--- src/hdl/irq_pkg.sv ---
// Shared constants, register map and types of the grouped interrupt and wake-up logic
package irq_pkg;

  localparam int ADDR_W = 6;

  // Register byte offsets, one aligned 32-bit word each
  localparam logic [ADDR_W-1:0] OFF_CONTROL     = 6'h00;
  localparam logic [ADDR_W-1:0] OFF_GROUP_FLAGS = 6'h04;
  localparam logic [ADDR_W-1:0] OFF_SRC_ENABLE  = 6'h08;
  localparam logic [ADDR_W-1:0] OFF_SRC_FLAGS   = 6'h0c;
  localparam logic [ADDR_W-1:0] OFF_TM_ENABLE   = 6'h10;
  localparam logic [ADDR_W-1:0] OFF_TM_FLAGS    = 6'h14;
  localparam logic [ADDR_W-1:0] OFF_GROUP_MAP   = 6'h18;
  localparam logic [ADDR_W-1:0] OFF_TB_CONTROL  = 6'h1c;
  localparam logic [ADDR_W-1:0] OFF_PRESCALE    = 6'h20;
  localparam logic [ADDR_W-1:0] OFF_STATUS      = 6'h24;

  // Field positions
  localparam int CTRL_GIE_BIT   = 0;
  localparam int CTRL_GEN_LSB   = 1;
  localparam int LOW_EN_BIT     = 0;
  localparam int EEPROM_EN_BIT  = 1;
  localparam int RADIO_EN_BIT   = 2;
  localparam int TB_ENABLE_BIT  = 7;
  localparam int TB_PERIOD_LSB  = 0;
  localparam int TB_PERIOD_W    = 3;
  localparam int TB_COUNT_W     = 15;
  localparam int TB_BASE_EXP    = 8;
  localparam int STAT_FULL_BIT  = 4;
  localparam int STAT_GIE_BIT   = 3;

  // Grouping
  localparam int NUM_GROUPS    = 3;
  localparam int NUM_BASIC     = 3;
  localparam int GROUP_IDX_W   = 2;
  localparam int SYNC_STAGES   = 2;

  // Values after reset
  localparam logic [7:0]  CONTROL_RST    = 8'h00;
  localparam logic [7:0]  TB_CONTROL_RST = 8'h00;
  localparam logic [1:0]  PRESCALE_RST   = 2'h0;
  localparam logic [31:0] GROUP_MAP_RST  = 32'h00002a90;
  localparam logic [1:0]  DIV4_LAST      = 2'h3;

  typedef enum logic [1:0] {
    PSC_SYS      = 2'b00,
    PSC_SYS_DIV4 = 2'b01,
    PSC_SUB      = 2'b10,
    PSC_SUB_ALT  = 2'b11
  } psc_src_t;

  // One vector entry presented to the program sequencer
  typedef struct packed {
    logic                   strobe;
    logic [GROUP_IDX_W-1:0] group;
  } vector_t;

endpackage

--- src/hdl/grouped_interrupt_wakeup_logic.sv ---
// Grouped interrupt request, vectoring, wake-up and second time base logic
// Operation
// - Second time base runs and overflows only while its enable bit is one.
// - Period code selects two to the power eight plus code prescaled ticks.
// - Radio data rising or falling edge sets the radio edge flag.
// - Vector only with global, source and group enables set and stack not full.
// - Three grouped channels combine timer, EEPROM, low supply and radio flags.
// - A group flag sets when any source flag assigned to it becomes set.
// - Service clears global enable and group flag, never the source flag.
// - EEPROM flag sets when an EEPROM write cycle finishes.
// - Low supply flag sets when the detector reports supply below threshold.
// - Each timer has comparator A and P flags with matching enables.
// - Any flag rising wakes the device regardless of enables.
// - Flags stay set until serviced or cleared; enables only stop service.
// - Entry pushes only the program counter.
// - Interrupt return sets global enable; plain return leaves it clear.
// - Radio, EEPROM, low supply enables sit at bits 2, 1, 0.
// - Prescaler source: system clock, system clock over four, or subsidiary clock.
// - No request is acknowledged while the stack is full.
//
// The register offsets and the Wishbone register port were left to the implementer.
module grouped_interrupt_wakeup_logic
  import irq_pkg::*;
#(
  parameter int TIMER_COUNT = 2
)
(
  input  wire logic                   i_clock,          // System clock, 100 MHz
  input  wire logic                   i_sys_rst,        // Synchronous reset, high
  input  wire logic                   i_wb_cyc,         // Wishbone cycle
  input  wire logic                   i_wb_stb,         // Wishbone strobe
  input  wire logic                   i_wb_we,          // Wishbone write
  input  wire logic [ADDR_W-1:0]      i_wb_adr,         // Wishbone byte address
  input  wire logic [31:0]            i_wb_dat,         // Wishbone write data
  input  wire logic [3:0]             i_wb_sel,         // Wishbone byte enables
  output logic [31:0]                 o_wb_dat,         // Wishbone read data
  output logic                        o_wb_ack,         // Wishbone acknowledge
  input  wire logic                   i_radio_data,     // Demodulated radio data, async
  input  wire logic                   i_eeprom_done,    // Write cycle finished pulse
  input  wire logic                   i_low_supply,     // Detector output, async
  input  wire logic [TIMER_COUNT-1:0] i_timer_match_a,  // Comparator A match pulses
  input  wire logic [TIMER_COUNT-1:0] i_timer_match_p,  // Comparator P match pulses
  input  wire logic                   i_sub_clock,      // Subsidiary clock, async
  input  wire logic                   i_stack_full,     // Return stack has no free entry
  input  wire logic                   i_return_from_irq, // Interrupt return executed
  input  wire logic                   i_return_plain,   // Plain return executed
  output vector_t                     o_vector,         // Vector entry strobe and group
  output logic                        o_push_pc,        // Push program counter pulse
  output logic                        o_pop_pc,         // Pop program counter pulse
  output logic                        o_wakeup,         // Wake from sleep or idle pulse
  output logic                        o_time_base_overflow // Second time base period pulse
);

  localparam int NSRC  = NUM_BASIC + 2 * TIMER_COUNT;
  localparam int MAP_W = GROUP_IDX_W * NSRC;

  // Control and status state
  logic                   global_irq_enable;
  logic [NUM_GROUPS-1:0]  group_enable;
  logic [NUM_GROUPS-1:0]  group_request_flag;
  logic [NUM_GROUPS-1:0]  group_flag_prev;
  logic [NUM_BASIC-1:0]   basic_enable;
  logic [NUM_BASIC-1:0]   basic_flag;
  logic [2*TIMER_COUNT-1:0] tm_enable;
  logic [2*TIMER_COUNT-1:0] tm_flag;
  logic [MAP_W-1:0]       group_map;
  logic [7:0]             time_base_two_control;
  logic [1:0]             prescaler_source_select;
  logic [NSRC-1:0]        src_flag_prev;

  // Synchronisers and edge state
  logic [SYNC_STAGES-1:0] radio_sync;
  logic [SYNC_STAGES-1:0] low_sync;
  logic [SYNC_STAGES-1:0] sub_sync;
  logic                   radio_prev;
  logic                   low_prev;
  logic                   sub_prev;
  logic [1:0]             div4_count;
  logic                   prescaled_clock;

  // Combinational terms
  logic                   bus_req;
  logic                   wr;
  logic [31:0]            wr_word;
  logic [NUM_BASIC-1:0]   basic_set;
  logic [2*TIMER_COUNT-1:0] tm_set;
  logic [NSRC-1:0]        src_flag;
  logic [NSRC-1:0]        src_enable;
  logic [NSRC-1:0]        src_rise;
  logic [NUM_GROUPS-1:0]  group_set;
  logic [NUM_GROUPS-1:0]  group_ready;
  logic [NUM_GROUPS-1:0]  service_clear;
  logic                   take;
  logic [GROUP_IDX_W-1:0] pick;
  logic [31:0]            rd_word;

  function automatic logic [31:0] lanes(input logic [31:0] old, input logic [31:0] nw,
                                        input logic [3:0] sel);
    logic [31:0] r;
    r = old;
    for (int b = 0; b < 4; b++) begin
      if (sel[b]) begin
        r[8*b +: 8] = nw[8*b +: 8];
      end
    end
    return r;
  endfunction

  // Bus slave: answers every address one cycle after the request
  assign bus_req = i_wb_cyc && i_wb_stb && !o_wb_ack;
  assign wr      = bus_req && i_wb_we;

  always_comb begin
    wr_word = 32'h0;
    unique case (i_wb_adr)
      OFF_CONTROL:     wr_word = lanes({28'h0, group_enable, global_irq_enable}, i_wb_dat, i_wb_sel);
      OFF_GROUP_FLAGS: wr_word = lanes({29'h0, group_request_flag}, i_wb_dat, i_wb_sel);
      OFF_SRC_ENABLE:  wr_word = lanes({29'h0, basic_enable}, i_wb_dat, i_wb_sel);
      OFF_SRC_FLAGS:   wr_word = lanes({29'h0, basic_flag}, i_wb_dat, i_wb_sel);
      OFF_TM_ENABLE:   wr_word = lanes(32'(tm_enable), i_wb_dat, i_wb_sel);
      OFF_TM_FLAGS:    wr_word = lanes(32'(tm_flag), i_wb_dat, i_wb_sel);
      OFF_GROUP_MAP:   wr_word = lanes(32'(group_map), i_wb_dat, i_wb_sel);
      OFF_TB_CONTROL:  wr_word = lanes({24'h0, time_base_two_control}, i_wb_dat, i_wb_sel);
      OFF_PRESCALE:    wr_word = lanes({30'h0, prescaler_source_select}, i_wb_dat, i_wb_sel);
      default:         wr_word = 32'h0;
    endcase
  end

  always_comb begin
    unique case (i_wb_adr)
      OFF_CONTROL:     rd_word = {28'h0, group_enable, global_irq_enable};
      OFF_GROUP_FLAGS: rd_word = {29'h0, group_request_flag};
      OFF_SRC_ENABLE:  rd_word = {29'h0, basic_enable};
      OFF_SRC_FLAGS:   rd_word = {29'h0, basic_flag};
      OFF_TM_ENABLE:   rd_word = 32'(tm_enable);
      OFF_TM_FLAGS:    rd_word = 32'(tm_flag);
      OFF_GROUP_MAP:   rd_word = 32'(group_map);
      // Bits 6 to 3 are unimplemented and read as zero
      OFF_TB_CONTROL:  rd_word = {24'h0, time_base_two_control[TB_ENABLE_BIT], 4'h0,
                                  time_base_two_control[TB_PERIOD_LSB +: TB_PERIOD_W]};
      OFF_PRESCALE:    rd_word = {30'h0, prescaler_source_select};
      OFF_STATUS:      rd_word = {27'h0, i_stack_full, global_irq_enable, group_ready};
      default:         rd_word = 32'h0;
    endcase
  end

  always_ff @(posedge i_clock) begin
    if (i_sys_rst) begin
      o_wb_ack <= 1'b0;
      o_wb_dat <= 32'h0;
    end else begin
      o_wb_ack <= bus_req;
      o_wb_dat <= (bus_req && !i_wb_we) ? rd_word : 32'h0;
    end
  end

  // Two flip-flops before any logic reads an asynchronous input
  always_ff @(posedge i_clock) begin
    if (i_sys_rst) begin
      radio_sync <= '0;
      low_sync   <= '0;
      sub_sync   <= '0;
      radio_prev <= 1'b0;
      low_prev   <= 1'b0;
      sub_prev   <= 1'b0;
    end else begin
      radio_sync <= {radio_sync[0], i_radio_data};
      low_sync   <= {low_sync[0], i_low_supply};
      sub_sync   <= {sub_sync[0], i_sub_clock};
      radio_prev <= radio_sync[SYNC_STAGES-1];
      low_prev   <= low_sync[SYNC_STAGES-1];
      sub_prev   <= sub_sync[SYNC_STAGES-1];
    end
  end

  assign basic_set[2] = radio_sync[SYNC_STAGES-1] ^ radio_prev;
  assign basic_set[1] = i_eeprom_done;
  // Entry into low supply sets the flag, so it can be cleared while low
  assign basic_set[0] = low_sync[SYNC_STAGES-1] && !low_prev;

  for (genvar k = 0; k < TIMER_COUNT; k++) begin : g_tm
    assign tm_set[2*k]   = i_timer_match_a[k];
    assign tm_set[2*k+1] = i_timer_match_p[k];
  end

  // Prescaled clock as a one-cycle tick in the system domain
  always_ff @(posedge i_clock) begin
    if (i_sys_rst) begin
      div4_count      <= 2'h0;
      prescaled_clock <= 1'b0;
    end else begin
      div4_count <= 2'(div4_count + 1'b1);
      unique case (psc_src_t'(prescaler_source_select))
        PSC_SYS:      prescaled_clock <= 1'b1;
        PSC_SYS_DIV4: prescaled_clock <= (div4_count == DIV4_LAST);
        PSC_SUB,
        PSC_SUB_ALT:  prescaled_clock <= sub_sync[SYNC_STAGES-1] && !sub_prev;
      endcase
    end
  end

  time_base_two u_time_base_two (
    .i_clock         (i_clock),
    .i_sys_rst       (i_sys_rst),
    .i_enable        (time_base_two_control[TB_ENABLE_BIT]),
    .i_period_select (time_base_two_control[TB_PERIOD_LSB +: TB_PERIOD_W]),
    .i_tick          (prescaled_clock),
    .o_overflow      (o_time_base_overflow)
  );

  // Grouping of source flags
  assign src_flag   = {tm_flag, basic_flag};
  assign src_enable = {tm_enable, basic_enable};
  assign src_rise   = src_flag & ~src_flag_prev;

  always_comb begin
    group_set   = '0;
    group_ready = '0;
    for (int g = 0; g < NUM_GROUPS; g++) begin
      for (int s = 0; s < NSRC; s++) begin
        if (group_map[GROUP_IDX_W*s +: GROUP_IDX_W] == GROUP_IDX_W'(g)) begin
          group_set[g]   = group_set[g] | src_rise[s];
          group_ready[g] = group_ready[g] | (src_flag[s] & src_enable[s]);
        end
      end
      group_ready[g] = group_ready[g] & group_enable[g] & group_request_flag[g];
    end
  end

  // Lowest ready group wins; entry blocked while the stack is full
  always_comb begin
    pick = '0;
    for (int g = NUM_GROUPS - 1; g >= 0; g--) begin
      if (group_ready[g]) begin
        pick = GROUP_IDX_W'(g);
      end
    end
  end

  assign take = global_irq_enable && (|group_ready) && !i_stack_full;

  always_comb begin
    service_clear = '0;
    if (take) begin
      service_clear[pick] = 1'b1;
    end
  end

  // Global enable: entry clears it, interrupt return sets it
  always_ff @(posedge i_clock) begin
    if (i_sys_rst) begin
      global_irq_enable <= CONTROL_RST[CTRL_GIE_BIT];
      group_enable      <= CONTROL_RST[CTRL_GEN_LSB +: NUM_GROUPS];
    end else begin
      if (wr && i_wb_adr == OFF_CONTROL) begin
        global_irq_enable <= wr_word[CTRL_GIE_BIT];
        group_enable      <= wr_word[CTRL_GEN_LSB +: NUM_GROUPS];
      end
      if (i_return_from_irq) begin
        global_irq_enable <= 1'b1;
      end
      if (take) begin
        global_irq_enable <= 1'b0;
      end
    end
  end

  // Flags: hardware set wins over a clear in the same cycle
  always_ff @(posedge i_clock) begin
    if (i_sys_rst) begin
      group_request_flag <= '0;
      basic_flag         <= '0;
      tm_flag            <= '0;
    end else begin
      group_request_flag <= (((wr && i_wb_adr == OFF_GROUP_FLAGS) ? wr_word[NUM_GROUPS-1:0]
                             : group_request_flag) & ~service_clear) | group_set;
      // Software alone clears source flags
      basic_flag <= ((wr && i_wb_adr == OFF_SRC_FLAGS) ? wr_word[NUM_BASIC-1:0]
                     : basic_flag) | basic_set;
      tm_flag    <= ((wr && i_wb_adr == OFF_TM_FLAGS) ? wr_word[2*TIMER_COUNT-1:0]
                     : tm_flag) | tm_set;
    end
  end

  // Remaining software settings
  always_ff @(posedge i_clock) begin
    if (i_sys_rst) begin
      basic_enable            <= '0;
      tm_enable               <= '0;
      group_map               <= GROUP_MAP_RST[MAP_W-1:0];
      time_base_two_control   <= TB_CONTROL_RST;
      prescaler_source_select <= PRESCALE_RST;
    end else if (wr) begin
      if (i_wb_adr == OFF_SRC_ENABLE) begin
        basic_enable <= {wr_word[RADIO_EN_BIT], wr_word[EEPROM_EN_BIT], wr_word[LOW_EN_BIT]};
      end
      if (i_wb_adr == OFF_TM_ENABLE) begin
        tm_enable <= wr_word[2*TIMER_COUNT-1:0];
      end
      if (i_wb_adr == OFF_GROUP_MAP) begin
        group_map <= wr_word[MAP_W-1:0];
      end
      if (i_wb_adr == OFF_TB_CONTROL) begin
        time_base_two_control <= wr_word[7:0];
      end
      if (i_wb_adr == OFF_PRESCALE) begin
        prescaler_source_select <= wr_word[1:0];
      end
    end
  end

  // Vector entry, stack strobes and wake-up
  always_ff @(posedge i_clock) begin
    if (i_sys_rst) begin
      o_vector        <= '0;
      o_push_pc       <= 1'b0;
      o_pop_pc        <= 1'b0;
      o_wakeup        <= 1'b0;
      src_flag_prev   <= '0;
      group_flag_prev <= '0;
    end else begin
      o_vector.strobe <= take;
      o_vector.group  <= pick;
      // Software saves anything beyond the program counter
      o_push_pc       <= take;
      o_pop_pc        <= i_return_from_irq || i_return_plain;
      src_flag_prev   <= src_flag;
      group_flag_prev <= group_request_flag;
      o_wakeup        <= (|src_rise) || (|(group_request_flag & ~group_flag_prev));
    end
  end

endmodule

--- src/hdl/time_base_two.sv ---
// Second time base: counts prescaled ticks and pulses once per selected period
module time_base_two
  import irq_pkg::*;
(
  input  wire logic                   i_clock,         // System clock
  input  wire logic                   i_sys_rst,       // Synchronous reset, high
  input  wire logic                   i_enable,        // Run while high
  input  wire logic [TB_PERIOD_W-1:0] i_period_select, // Period code
  input  wire logic                   i_tick,          // Prescaled clock tick
  output logic                        o_overflow       // One-cycle period pulse
);

  logic [TB_COUNT_W-1:0] count;
  logic [TB_COUNT_W-1:0] mask;

  // Low 8+code bits all ones marks the last tick of a period
  assign mask = TB_COUNT_W'((32'h1 << (TB_BASE_EXP + int'(i_period_select))) - 32'h1);

  always_ff @(posedge i_clock) begin
    if (i_sys_rst) begin
      count      <= '0;
      o_overflow <= 1'b0;
    end else if (!i_enable) begin
      count      <= '0;
      o_overflow <= 1'b0;
    end else begin
      o_overflow <= i_tick && ((count & mask) == mask);
      if (i_tick) begin
        count <= TB_COUNT_W'(count + 1'b1);
      end
    end
  end

endmodule
--- config.mk ---
export PLATFORM = sky130hd
export DESIGN_NAME = grouped_interrupt_wakeup_logic
export DESIGN_NICKNAME = d
export VERILOG_FILES = /design/src/hdl/irq_pkg.sv /design/src/hdl/grouped_interrupt_wakeup_logic.sv /design/src/hdl/time_base_two.sv
export SDC_FILE = /design/constraint.sdc
export NUM_CORES = 1
export LEC_CHECK = 0
export BUFFER_PORTS_ARGS = -buffer_cell sky130_fd_sc_hd__buf_2
export CAP_MARGIN = 20
export CORE_MARGIN = 8
export CORE_UTILIZATION = 25
export DETAILED_ROUTE_END_ITERATION = 7
export HOLD_SLACK_MARGIN = 0.03
export MAX_ROUTING_LAYER = met4
export PLACE_DENSITY = 0.44
export RECOVER_POWER = 50
export SYNTH_ARGS = -nofsm -noshare
export SYNTH_HDL_FRONTEND = slang
export SYNTH_SLANG_ARGS = --single-unit
--- constraint.sdc ---
create_clock -name i_clock -period 2.1 [get_ports i_clock]
set_clock_uncertainty 0.05 [all_clocks]
set_input_delay 0.105 -clock i_clock [delete_from_list [all_inputs] [get_ports i_clock]]
set_output_delay 0.105 -clock i_clock [all_outputs]
set_load 0.02 [all_outputs]
==> results.json, run 1 <==
{
  "overflow": 0,
  "worstHoldPathType": "input port to flip-flop",
  "tns_ns": 0,
  "synth.avg_cell_area_um2": 8.71,
  "num_vias": 4915,
  "internal_power_mw": 3.01,
  "rr_endpoint": "global_irq_enable$_SDFFE_PP0P_",
  "irDropWorstVdd_mv": 0.256,
  "yosys.area_share.adder": 0.00484,
  "fin_hold_ws_ns": 0.0631,
  "routedWlPerCell_um": 18.1,
  "die_height_um": 160,
  "gp_congestion": 0.883,
  "synth_xor_area_frac": 0.0203,
  "antenna_found_initial": 0,
  "io_pins": 98,
  "drc_errors": 0,
  "layout-area-overhead-vs-synth_pct": 26.5,
  "r2r_start": "tm_flag[2]$_SDFF_PP0_",
  "synthSimpleGateAreaFrac": 0.311,
  "nNetsFinal": 772,
  "vias_per_cell": 4.98,
  "relSlewSlack": 0.555,
  "grt_usage": 0.142,
  "reg2reg_slack_ns": 0.08,
  "synth_mux_area_frac": 0.0208,
  "die_w_um": 160,
  "period_share": 0.964,
  "whs_path_depth": 4,
  "rsz0062_at_grt": "no",
  "final_cell_area_um2": 6550,
  "area.sequential_um2": 2060,
  "fin_crit_ns": 2.02,
  "timing.final.max_slew_violations": 0,
  "yosysSeqAreaShare": 0.399,
  "post-cts-setup-buffer-count": 0,
  "clkPwrFrac": 0.395,
  "portBuffers": 59,
  "max_cap_viol_count": 0,
  "power.density_nw_per_um2": 628,
  "synth_seq_cells": 103,
  "reg2reg_depth": 7,
  "clock.fmax_ghz": 0.494,
  "synth_warnings": 0,
  "synth_compound_area_frac": 0.175,
  "cts_buffers": 9,
  "n_fill_cell": 2189,
  "cts.sinks": 103,
  "holdPathEnd": "tm_flag[2]$_SDFF_PP0_",
  "place_area_um2": 6100,
  "critical_path_required_ns": 2.31,
  "drt_first_pass_iters": 5,
  "cts.htree.levels": 3,
  "place_hpwl_mm": 13.7,
  "grt_max_degree": 53,
  "antenna_left": 0,
  "worst_pin_slew_ns": 0.667,
  "crit_path_start_kind": "flip-flop",
  "fp.dieArea_um2": 25600,
  "p_leak_nw": 2.37,
  "multiInputGateArea_um2": 2860,
  "synthDistinctLibCells": 64,
  "postSynthCellCount": 594,
  "finalSetupViolCount": 0,
  "hold_start": "i_timer_match_a[1]",
  "comb_power_share": 0.112,
  "fin_total_pwr_mw": 4.11,
  "cts_max_path_buffers": 2,
  "grt_first_pass_wirelength_mm": 27.9,
  "swShare": 0.269,
  "worstSetupPathType": "flip-flop to flip-flop",
  "diodes": 0,
  "crit_arrival_ns": 2.23,
  "seq_power_share": 0.493,
  "ys.flop_type": "dfxtp_1",
  "root_buffer": "clkbuf_16",
  "clkLatencyLatePin_ns": 0.36,
  "routed_wl_mm": 17.8,
  "async_flop_share": 0,
  "synth_edf_count": 0,
  "grt_pass1_vias": 4920,
  "p_sw_mw": 1.10,
  "syn_area_um2": 5170,
  "cp_max_fo": 6,
  "rows": 52,
  "cts_tree": "yes",
  "path_clk_slew_ns": 0.07,
  "initial_core_util": 0.255,
  "hold_viol": 0,
  "end_kind": "flip-flop",
  "synth_top_family_by_area": "simple AND/OR/NAND/NOR gates",
  "status": "finished clean",
  "drt_iter0_markers": 414,
  "core_area_um2": 20300,
  "final_layout_size_suffix_gt1_frac": 0.191
}
[critical path: stages, from the launching register on]
cell      delay, ns
dfxtp_1        0.35
clkbuf_1       0.20
nand4b_1       0.15
nand2_1        0.08
o311ai_2       0.55
buf_4          0.23
nand3b_4       0.07
a221oi_2       0.25
[power by group through the flow]
| stage | clock [mW] | combinational (mW) | sequential [mW] |
|---|---|---|---|
| 6_report | 1.62 | 0.461 | 2.03 |
| 5_1_grt | 1.76 | 0.500 | 2.03 |
| 4_1_cts | 1.67 | 0.468 | 2.03 |
| 3_5_place_dp | 0 | 0.435 | 2.07 |
| 3_3_place_gp | 0 | 0.433 | 2.07 |
| 2_1_floorplan | 0 | 0.262 | 2.07 |
[worst max-delay path by stage]
| stage | startpoint | to | slack [ns] | cells after the start |
|---|---|---|---|---|
| finish | tm_flag[2]$_SDFF_PP0_ | global_irq_enable$_SDFFE_PP0P_ | 0.08 | 7 |
| global route | tm_flag[2]$_SDFF_PP0_ | global_irq_enable$_SDFFE_PP0P_ | 0.02 | 7 |
| CTS | group_map[9]$_SDFFE_PP1P_ | global_irq_enable$_SDFFE_PP0P_ | 0.007 | 5 |
| detailed placement | group_map[8]$_SDFFE_PP0P_ | group_request_flag[2]$_SDFF_PP0_ | -0.06 | 6 |
| global placement | i_wb_adr[2] | basic_flag[2]$_SDFF_PP0_ | -0.05 | 6 |
| floorplan | tm_flag[1]$_SDFF_PP0_ | global_irq_enable$_SDFFE_PP0P_ | 0.19 | 5 |
[area by class of cell]
| class | instances | share of cell area |
|---|---|---|
| clock inverter | 7 | 0.00841 |
| inverter | 15 | 0.00860 |
| timing repair buffer | 145 | 0.145 |
| multi-input combinational | 438 | 0.436 |
| tap | 270 | 0.0516 |
| clock buffer | 9 | 0.0344 |
| sequential | 103 | 0.315 |
[synth_stat cells (all sizes together), types with 4 or more instances]
master  instances  share of area
o22ai           5         0.0060
o21ai          16          0.015
mux2i           4         0.0077
a31oi           4         0.0048
buf            30          0.039
o211ai         15          0.023
nand4          13          0.016
a221oi          8          0.016
a211o           5         0.0085
inv            15          0.011
clkbuf         25          0.018
nand3b         14          0.023
nor4bb         14          0.027
and3           11          0.013
nor4            8          0.013
dfxtp         103           0.40
a22oi           4         0.0058
nand2          42          0.030
nor4b           5          0.013
mux2            6          0.013
or3             6         0.0073
nand2b         10          0.012
nor2           47          0.034
nand3          19          0.018
or4             4         0.0058
nor2b          26          0.031
and2           14          0.017
nor3           11          0.011
a211oi          9          0.014
xor2            8          0.014
a21oi          36          0.035
o41ai           7          0.012
nand4b         13          0.022
nor3b           8          0.012
xnor2           4         0.0068
o31ai           4         0.0058
[cells in the final DEF (no fill, tap or decap), types with 7 or more instances in the layout]
cell,instances
clkbuf_16,9
buf_4,54
and2_1,14
nor2_1,47
and3_1,11
clkbuf_1,33
nor3b_1,7
o21ai_0,14
a211oi_1,8
nand2b_1,10
o211ai_1,14
conb_1,18
nand2_1,42
a21oi_1,36
xor2_1,8
inv_1,15
nand4_1,13
o41ai_1,7
nand4b_1,13
nor3_1,11
nor4bb_1,14
nand3b_1,13
dlygate4sd3_1,20
nand3_1,19
buf_2,36
dfxtp_1,101
nor2b_1,25
[per-stage QoR]
stage / setup WS, ns / std cells / utilization
final: 0.0753 / 987 / 0.322
after global routing: 0.0162 / 987 / 0.322
after CTS: 0.00723 / 987 / 0.324
after detailed placement: -0.0577 / 951 / 0.300
after global placement: -0.0509 / 951 / 0.300
after floorplan: 0.193 / 611 / -
[per-layer routing]
layer  vias to the layer above  share of wire  wire length [um]  global-route usage
li1                       2382              -                 -                   -
met1                      2367           0.48              8490               0.181
met2                       145           0.46              8210               0.221
met3                        21          0.043               773              0.0239
met4                         0          0.019               347              0.0535
met5                         -              0                 0                   -
[cell families after synthesis]
kind of cell | count (synthesis)
AOI/OAI and AO/OA | 128
xor gates and xnor gates | 12
adders and majority gates | 2
buffers and inverters | 70
DFF | 103
muxes | 10
other | 1
and+or+nand+nor | 268
[flip-flops by register name (all words and copies together), names as in the netlist, 3 cells and up]
name	count
tm_flag	4
basic_enable	3
o_wb_dat	14
group_map	14
tm_enable	4
group_request_flag	3
src_flag_prev	7
u_time_base_two.count	15
group_flag_prev	3
group_enable	3
time_base_two_control	8
basic_flag	3
[repair_timing]
| item | in CTS | in global routing |
|---|---|---|
| gates resized for setup | 2 | 6 |
| hold buffers | 20 | 0 |
| setup endpoints to repair | 2 | 6 |
| pin swaps | 0 | 1 |
| gates cloned | 0 | 0 |
| hold endpoints to repair | 17 | 0 |
No activity file was read; power rests on OpenSTA's default activity.
==> inputs of run 2 (changes only) <==
Settings changed: PLACE_DENSITY 0.44 to default.
==> results.json, run 2 (same netlist as run 1, synthesis figures left out) <==
{
  "crit_arrival_ns": 2.23,
  "cts_tree": "yes",
  "place_hpwl_mm": 12.4,
  "final_layout_size_suffix_gt1_frac": 0.183,
  "multiInputGateArea_um2": 2850,
  "drt_iter0_markers": 393,
  "worst_pin_slew_ns": 0.782,
  "period_share": 0.952,
  "p_leak_nw": 2.34,
  "drc_errors": 0,
  "cts_max_path_buffers": 2,
  "clkPwrFrac": 0.397,
  "fin_crit_ns": 2.00,
  "status": "finished clean",
  "internal_power_mw": 3.00,
  "cts_buffers": 9,
  "cts.htree.levels": 3,
  "largest-register": "u_time_base_two.count",
  "nNetsFinal": 764,
  "grt_pass1_vias": 4562,
  "gp_congestion": 0.919,
  "num_vias": 4840,
  "final_common_cell": "dfxtp_1",
  "initial_core_util": 0.255,
  "rsz0062_at_grt": "no",
  "rows": 52,
  "die_height_um": 160,
  "hold_viol": 0,
  "crit_path_start_kind": "flip-flop",
  "grt_use_met3": 0.0383,
  "swShare": 0.266,
  "reg2reg_depth": 5,
  "power.density_nw_per_um2": 631,
  "drt_first_pass_iters": 7,
  "grt.busiest_layer": "met2",
  "irDropWorstVdd_mv": 0.308,
  "grt_first_pass_wirelength_mm": 25.7,
  "max_cap_viol_count": 0,
  "root_buffer": "clkbuf_16",
  "dpl_worst_slack_ns": 0.0298,
  "reg.largest.list": "u_time_base_two.count x15, group_map x14, o_wb_dat x14",
  "setup.worst_path.end": "global_irq_enable$_SDFFE_PP0P_",
  "use_met1": 0.166,
  "critical_path_required_ns": 2.33,
  "routedWlPerCell_um": 16.7,
  "routed_wl_mm": 16.4,
  "r2r_start": "tm_flag[1]$_SDFF_PP0_",
  "clkLatencyLatePin_ns": 0.36,
  "layout_common_cells": "dfxtp_1, buf_4, nor2_1",
  "antenna_left": 0,
  "grt_max_degree": 86,
  "fp.dieArea_um2": 25600,
  "core_area_um2": 20300,
  "area.sequential_um2": 2060,
  "overflow": 0,
  "cp_max_fo": 8,
  "layout-area-overhead-vs-synth_pct": 25.3,
  "p_sw_mw": 1.09,
  "hold_start": "i_eeprom_done",
  "comb_power_share": 0.105,
  "n_fill_cell": 2193,
  "finalSetupViolCount": 0,
  "worstHoldPathType": "input port to flip-flop",
  "path_clk_slew_ns": 0.07,
  "clock.fmax_ghz": 0.500,
  "cts.sinks": 103,
  "grt_util_met2": 0.193,
  "tns_ns": 0,
  "rr_endpoint": "global_irq_enable$_SDFFE_PP0P_",
  "end_kind": "flip-flop",
  "reg2reg_slack_ns": 0.1,
  "grt_usage": 0.130,
  "antenna_found_initial": 4,
  "cp-startpoint": "tm_flag[1]$_SDFF_PP0_",
  "io_pins": 98,
  "fin_hold_ws_ns": 0.0275,
  "relSlewSlack": 0.479,
  "worstSetupPathType": "flip-flop to flip-flop",
  "vias_per_cell": 4.92,
  "largest_register_ff_count": 15,
  "finalWorstSetupSlack_ns": 0.0999,
  "fin_total_pwr_mw": 4.09,
  "die_w_um": 160,
  "portBuffers": 59,
  "whs_path_depth": 3,
  "seq_power_share": 0.498,
  "timing.final.max_slew_violations": 0
}
==> run 2: cell types whose count changed in the layout (fill, tap and decap cells not counted), moves of 2 or more <==
| cell | delta |
|---|---|
| inv_8 | +2 |
| dlygate4sd3_1 | -3 |
| buf_4 | -3 |
| clkinv_4 | -2 |
| diode_2 | +4 |
==> run 2: timing repair <==
item / in CTS / in global routing
hold endpoints to repair: 14 / 0
endpoints found under the setup margin: 1 / 6
buffers inserted: 0 / 0
hold buffers: 17 / 0
pin swaps: 0 / 1
resized for setup: 1 / 4
==> run 2: metrics by stage <==
step                      std cells  area [um2]   util
after floorplan                 611        5240      -
after global placement          946        6060  0.298
after detailed placement        946        6060  0.298
after CTS                       979        6520  0.321
after global routing            983        6480  0.319
final                           983        6480  0.319
==> run 2: final cells by class <==
cell class              instances  share of cell area
diodes                          4             0.00154
repair buffers                137               0.137
flip-flops and latches        103               0.318
well taps                     270              0.0521
clock buffers                   9              0.0347
inverters                      15             0.00868
multi-input cells             438               0.439
clock inverters                 7             0.00868
==> run 2: critical path, stage by stage (launching register included) <==
cell,delay (ns)
dfxtp_2,0.36
nor4bb_1,0.14
or4_1,0.57
o311a_4,0.38
nand3b_4,0.17
a221oi_2,0.25
==> run 2: worst min path at each step <==
stage and to:
6_report basic_flag[1]$_SDFF_PP0_, 5_1_grt basic_flag[1]$_SDFF_PP0_, 4_1_cts group_map[11]$_SDFFE_PP1P_, 3_5_place_dp o_pop_pc$_SDFF_PP0_, 3_3_place_gp o_pop_pc$_SDFF_PP0_, 2_1_floorplan o_pop_pc$_SDFF_PP0_
==> run 2: power by group through the flow <==
stage	clock (mW)	sequential (mW)	combinational, mW
floorplan	0	2.07	0.262
global placement	0	2.08	0.403
detailed placement	0	2.08	0.406
CTS	1.67	2.03	0.432
global route	1.76	2.04	0.467
finish	1.62	2.04	0.429
==> run 2: per-layer routing <==
metal	wire [um]	up-vias
met5	0	-
li1	-	2376
met1	7580	2276
met3	1230	25
met4	364	0
met2	7250	163
==> inputs of run 3 (changes only) <==
Clock period 2.1 ns to 1.8 ns, I/O delays scaled along.
==> results.json, run 3 (same netlist as run 1, synthesis figures left out) <==
{
  "core_area_um2": 20300,
  "num_vias": 5063,
  "layout-area-overhead-vs-synth_pct": 37.3,
  "critical_path_required_ns": 2.03,
  "cts.htree.levels": 3,
  "fin_crit_ns": 1.88,
  "initial_core_util": 0.255,
  "gp_congestion": 0.916,
  "cts_buffers": 9,
  "layout_common_cells": "buf_4, dfxtp_1, buf_2",
  "rsz0062_at_grt": "yes",
  "worst_pin_slew_ns": 0.583,
  "cts_tree": "yes",
  "timing.final.max_slew_violations": 0,
  "die_w_um": 160,
  "worstSetupPathType": "flip-flop to flip-flop",
  "worstHoldPathType": "input port to flip-flop",
  "relSlewSlack": 0.606,
  "clock.fmax_ghz": 0.531,
  "vias_per_cell": 4.88,
  "nNetsFinal": 818,
  "crit_path_start_kind": "flip-flop",
  "finalWorstSetupSlack_ns": -0.0823,
  "grt_pass1_vias": 4856,
  "clkLatencyLatePin_ns": 0.36,
  "portBuffers": 59,
  "fin_total_pwr_mw": 5.01,
  "routedWlPerCell_um": 16.6,
  "multiInputGateArea_um2": 2980,
  "grt_usage": 0.137,
  "p_leak_nw": 2.76,
  "violations": "setup timing",
  "drc_errors": 0,
  "irDropWorstVdd_mv": 0.405,
  "place_hpwl_mm": 13.0,
  "reg.largest.list": "u_time_base_two.count x15, group_map x14, o_wb_dat x14",
  "rows": 52,
  "area.sequential_um2": 2080,
  "cts_max_path_buffers": 2,
  "finalSetupViolCount": 6,
  "drt_first_pass_iters": 5,
  "grt_first_pass_wirelength_mm": 26.9,
  "period_share": 1.05,
  "hold_viol": 0,
  "drt_iter0_markers": 380,
  "fp.dieArea_um2": 25600,
  "final_common_cell": "buf_4",
  "power.density_nw_per_um2": 705,
  "crit_arrival_ns": 2.12,
  "antenna_found_initial": 3,
  "max_cap_viol_count": 0,
  "end_kind": "flip-flop",
  "largest-register": "u_time_base_two.count",
  "routed_wl_mm": 17.2,
  "tns_ns": -0.274,
  "io_pins": 98,
  "die_height_um": 160,
  "fin_hold_ws_ns": 0.0611,
  "root_buffer": "clkbuf_16",
  "antenna_left": 0,
  "largest_register_ff_count": 15,
  "final_layout_size_suffix_gt1_frac": 0.300,
  "grt_max_degree": 86,
  "cp_max_fo": 6,
  "path_clk_slew_ns": 0.08,
  "n_fill_cell": 2107,
  "cts.sinks": 103,
  "overflow": 0,
  "status": "complete, but fails checks"
}
## run 3: cell count changes in the layout (fill, tap and decap cells not counted), sizes merged
cell / before / now
buf: 88 / 166
clkbuf: 41 / 15
dlygate4sd3: 17 / 20
clkinvlp: 2 / 0
bufinv: 0 / 1
## run 3: what timing repair did
action	4_1_cts	5_1_grt
endpoints found under the setup margin	15	34
pin swaps	2	10
setup buffers	0	1
resized for setup	11	24
hold buffers	20	0
endpoints found under the hold margin	17	0
## run 3: worst paths after layout
path                                                start                                    end  slack, ns  cells past startpoint
worst max-delay path            tm_enable[3]$_SDFFE_PP0P_         global_irq_enable$_SDFFE_PP0P_      -0.08                      5
worst min-delay path                          i_wb_dat[7]  time_base_two_control[7]$_SDFFE_PP0P_       0.06                      3
worst max register to register  tm_enable[3]$_SDFFE_PP0P_         global_irq_enable$_SDFFE_PP0P_      -0.08                      5
worst min register to register   div4_count[0]$_SDFF_PP0_               div4_count[0]$_SDFF_PP0_       0.37                      1
## run 3: through the flow
stage / worst slack (ns) / area, um2 / util / instances
floorplan: -0.0299 / 5250 / - / 611
global placement: -0.112 / 6430 / 0.317 / 996
detailed placement: -0.117 / 6430 / 0.317 / 996
CTS: -0.0723 / 6990 / 0.344 / 1032
global route: -0.103 / 7100 / 0.350 / 1036
finish: -0.0823 / 7100 / 0.350 / 1037
## run 3: worst max-delay path, stage by stage (launching register included)
cell and delay, ns:
dfxtp_2 0.33, nor4bb_4 0.16, or4_4 0.51, o311a_4 0.36
nand3b_4 0.17, a221oi_2 0.22
## run 3: report_power, final
| group | internal [mW] | switching, mW |
|---|---|---|
| clock | 1.10 | 0.938 |
| combinational | 0.271 | 0.329 |
| sequential | 2.33 | 0.0353 |
## run 3: layout make-up
class / count / area share
clock inverters: 6 / 0.0107
diodes: 4 / 0.00141
flip-flops and latches: 103 / 0.292
clock buffers: 10 / 0.0322
repair buffers: 191 / 0.189
inverters: 15 / 0.00793
well taps: 270 / 0.0476
multi-input cells: 438 / 0.419
## run 3: routing by layer
layer  part of all wire  GRT usage  vias up
li1                   -          -     2480
met1               0.47      0.180     2359
met2               0.43      0.195      197
met3              0.083     0.0388       27
met4              0.024     0.0518        0
met5                  0          -        -
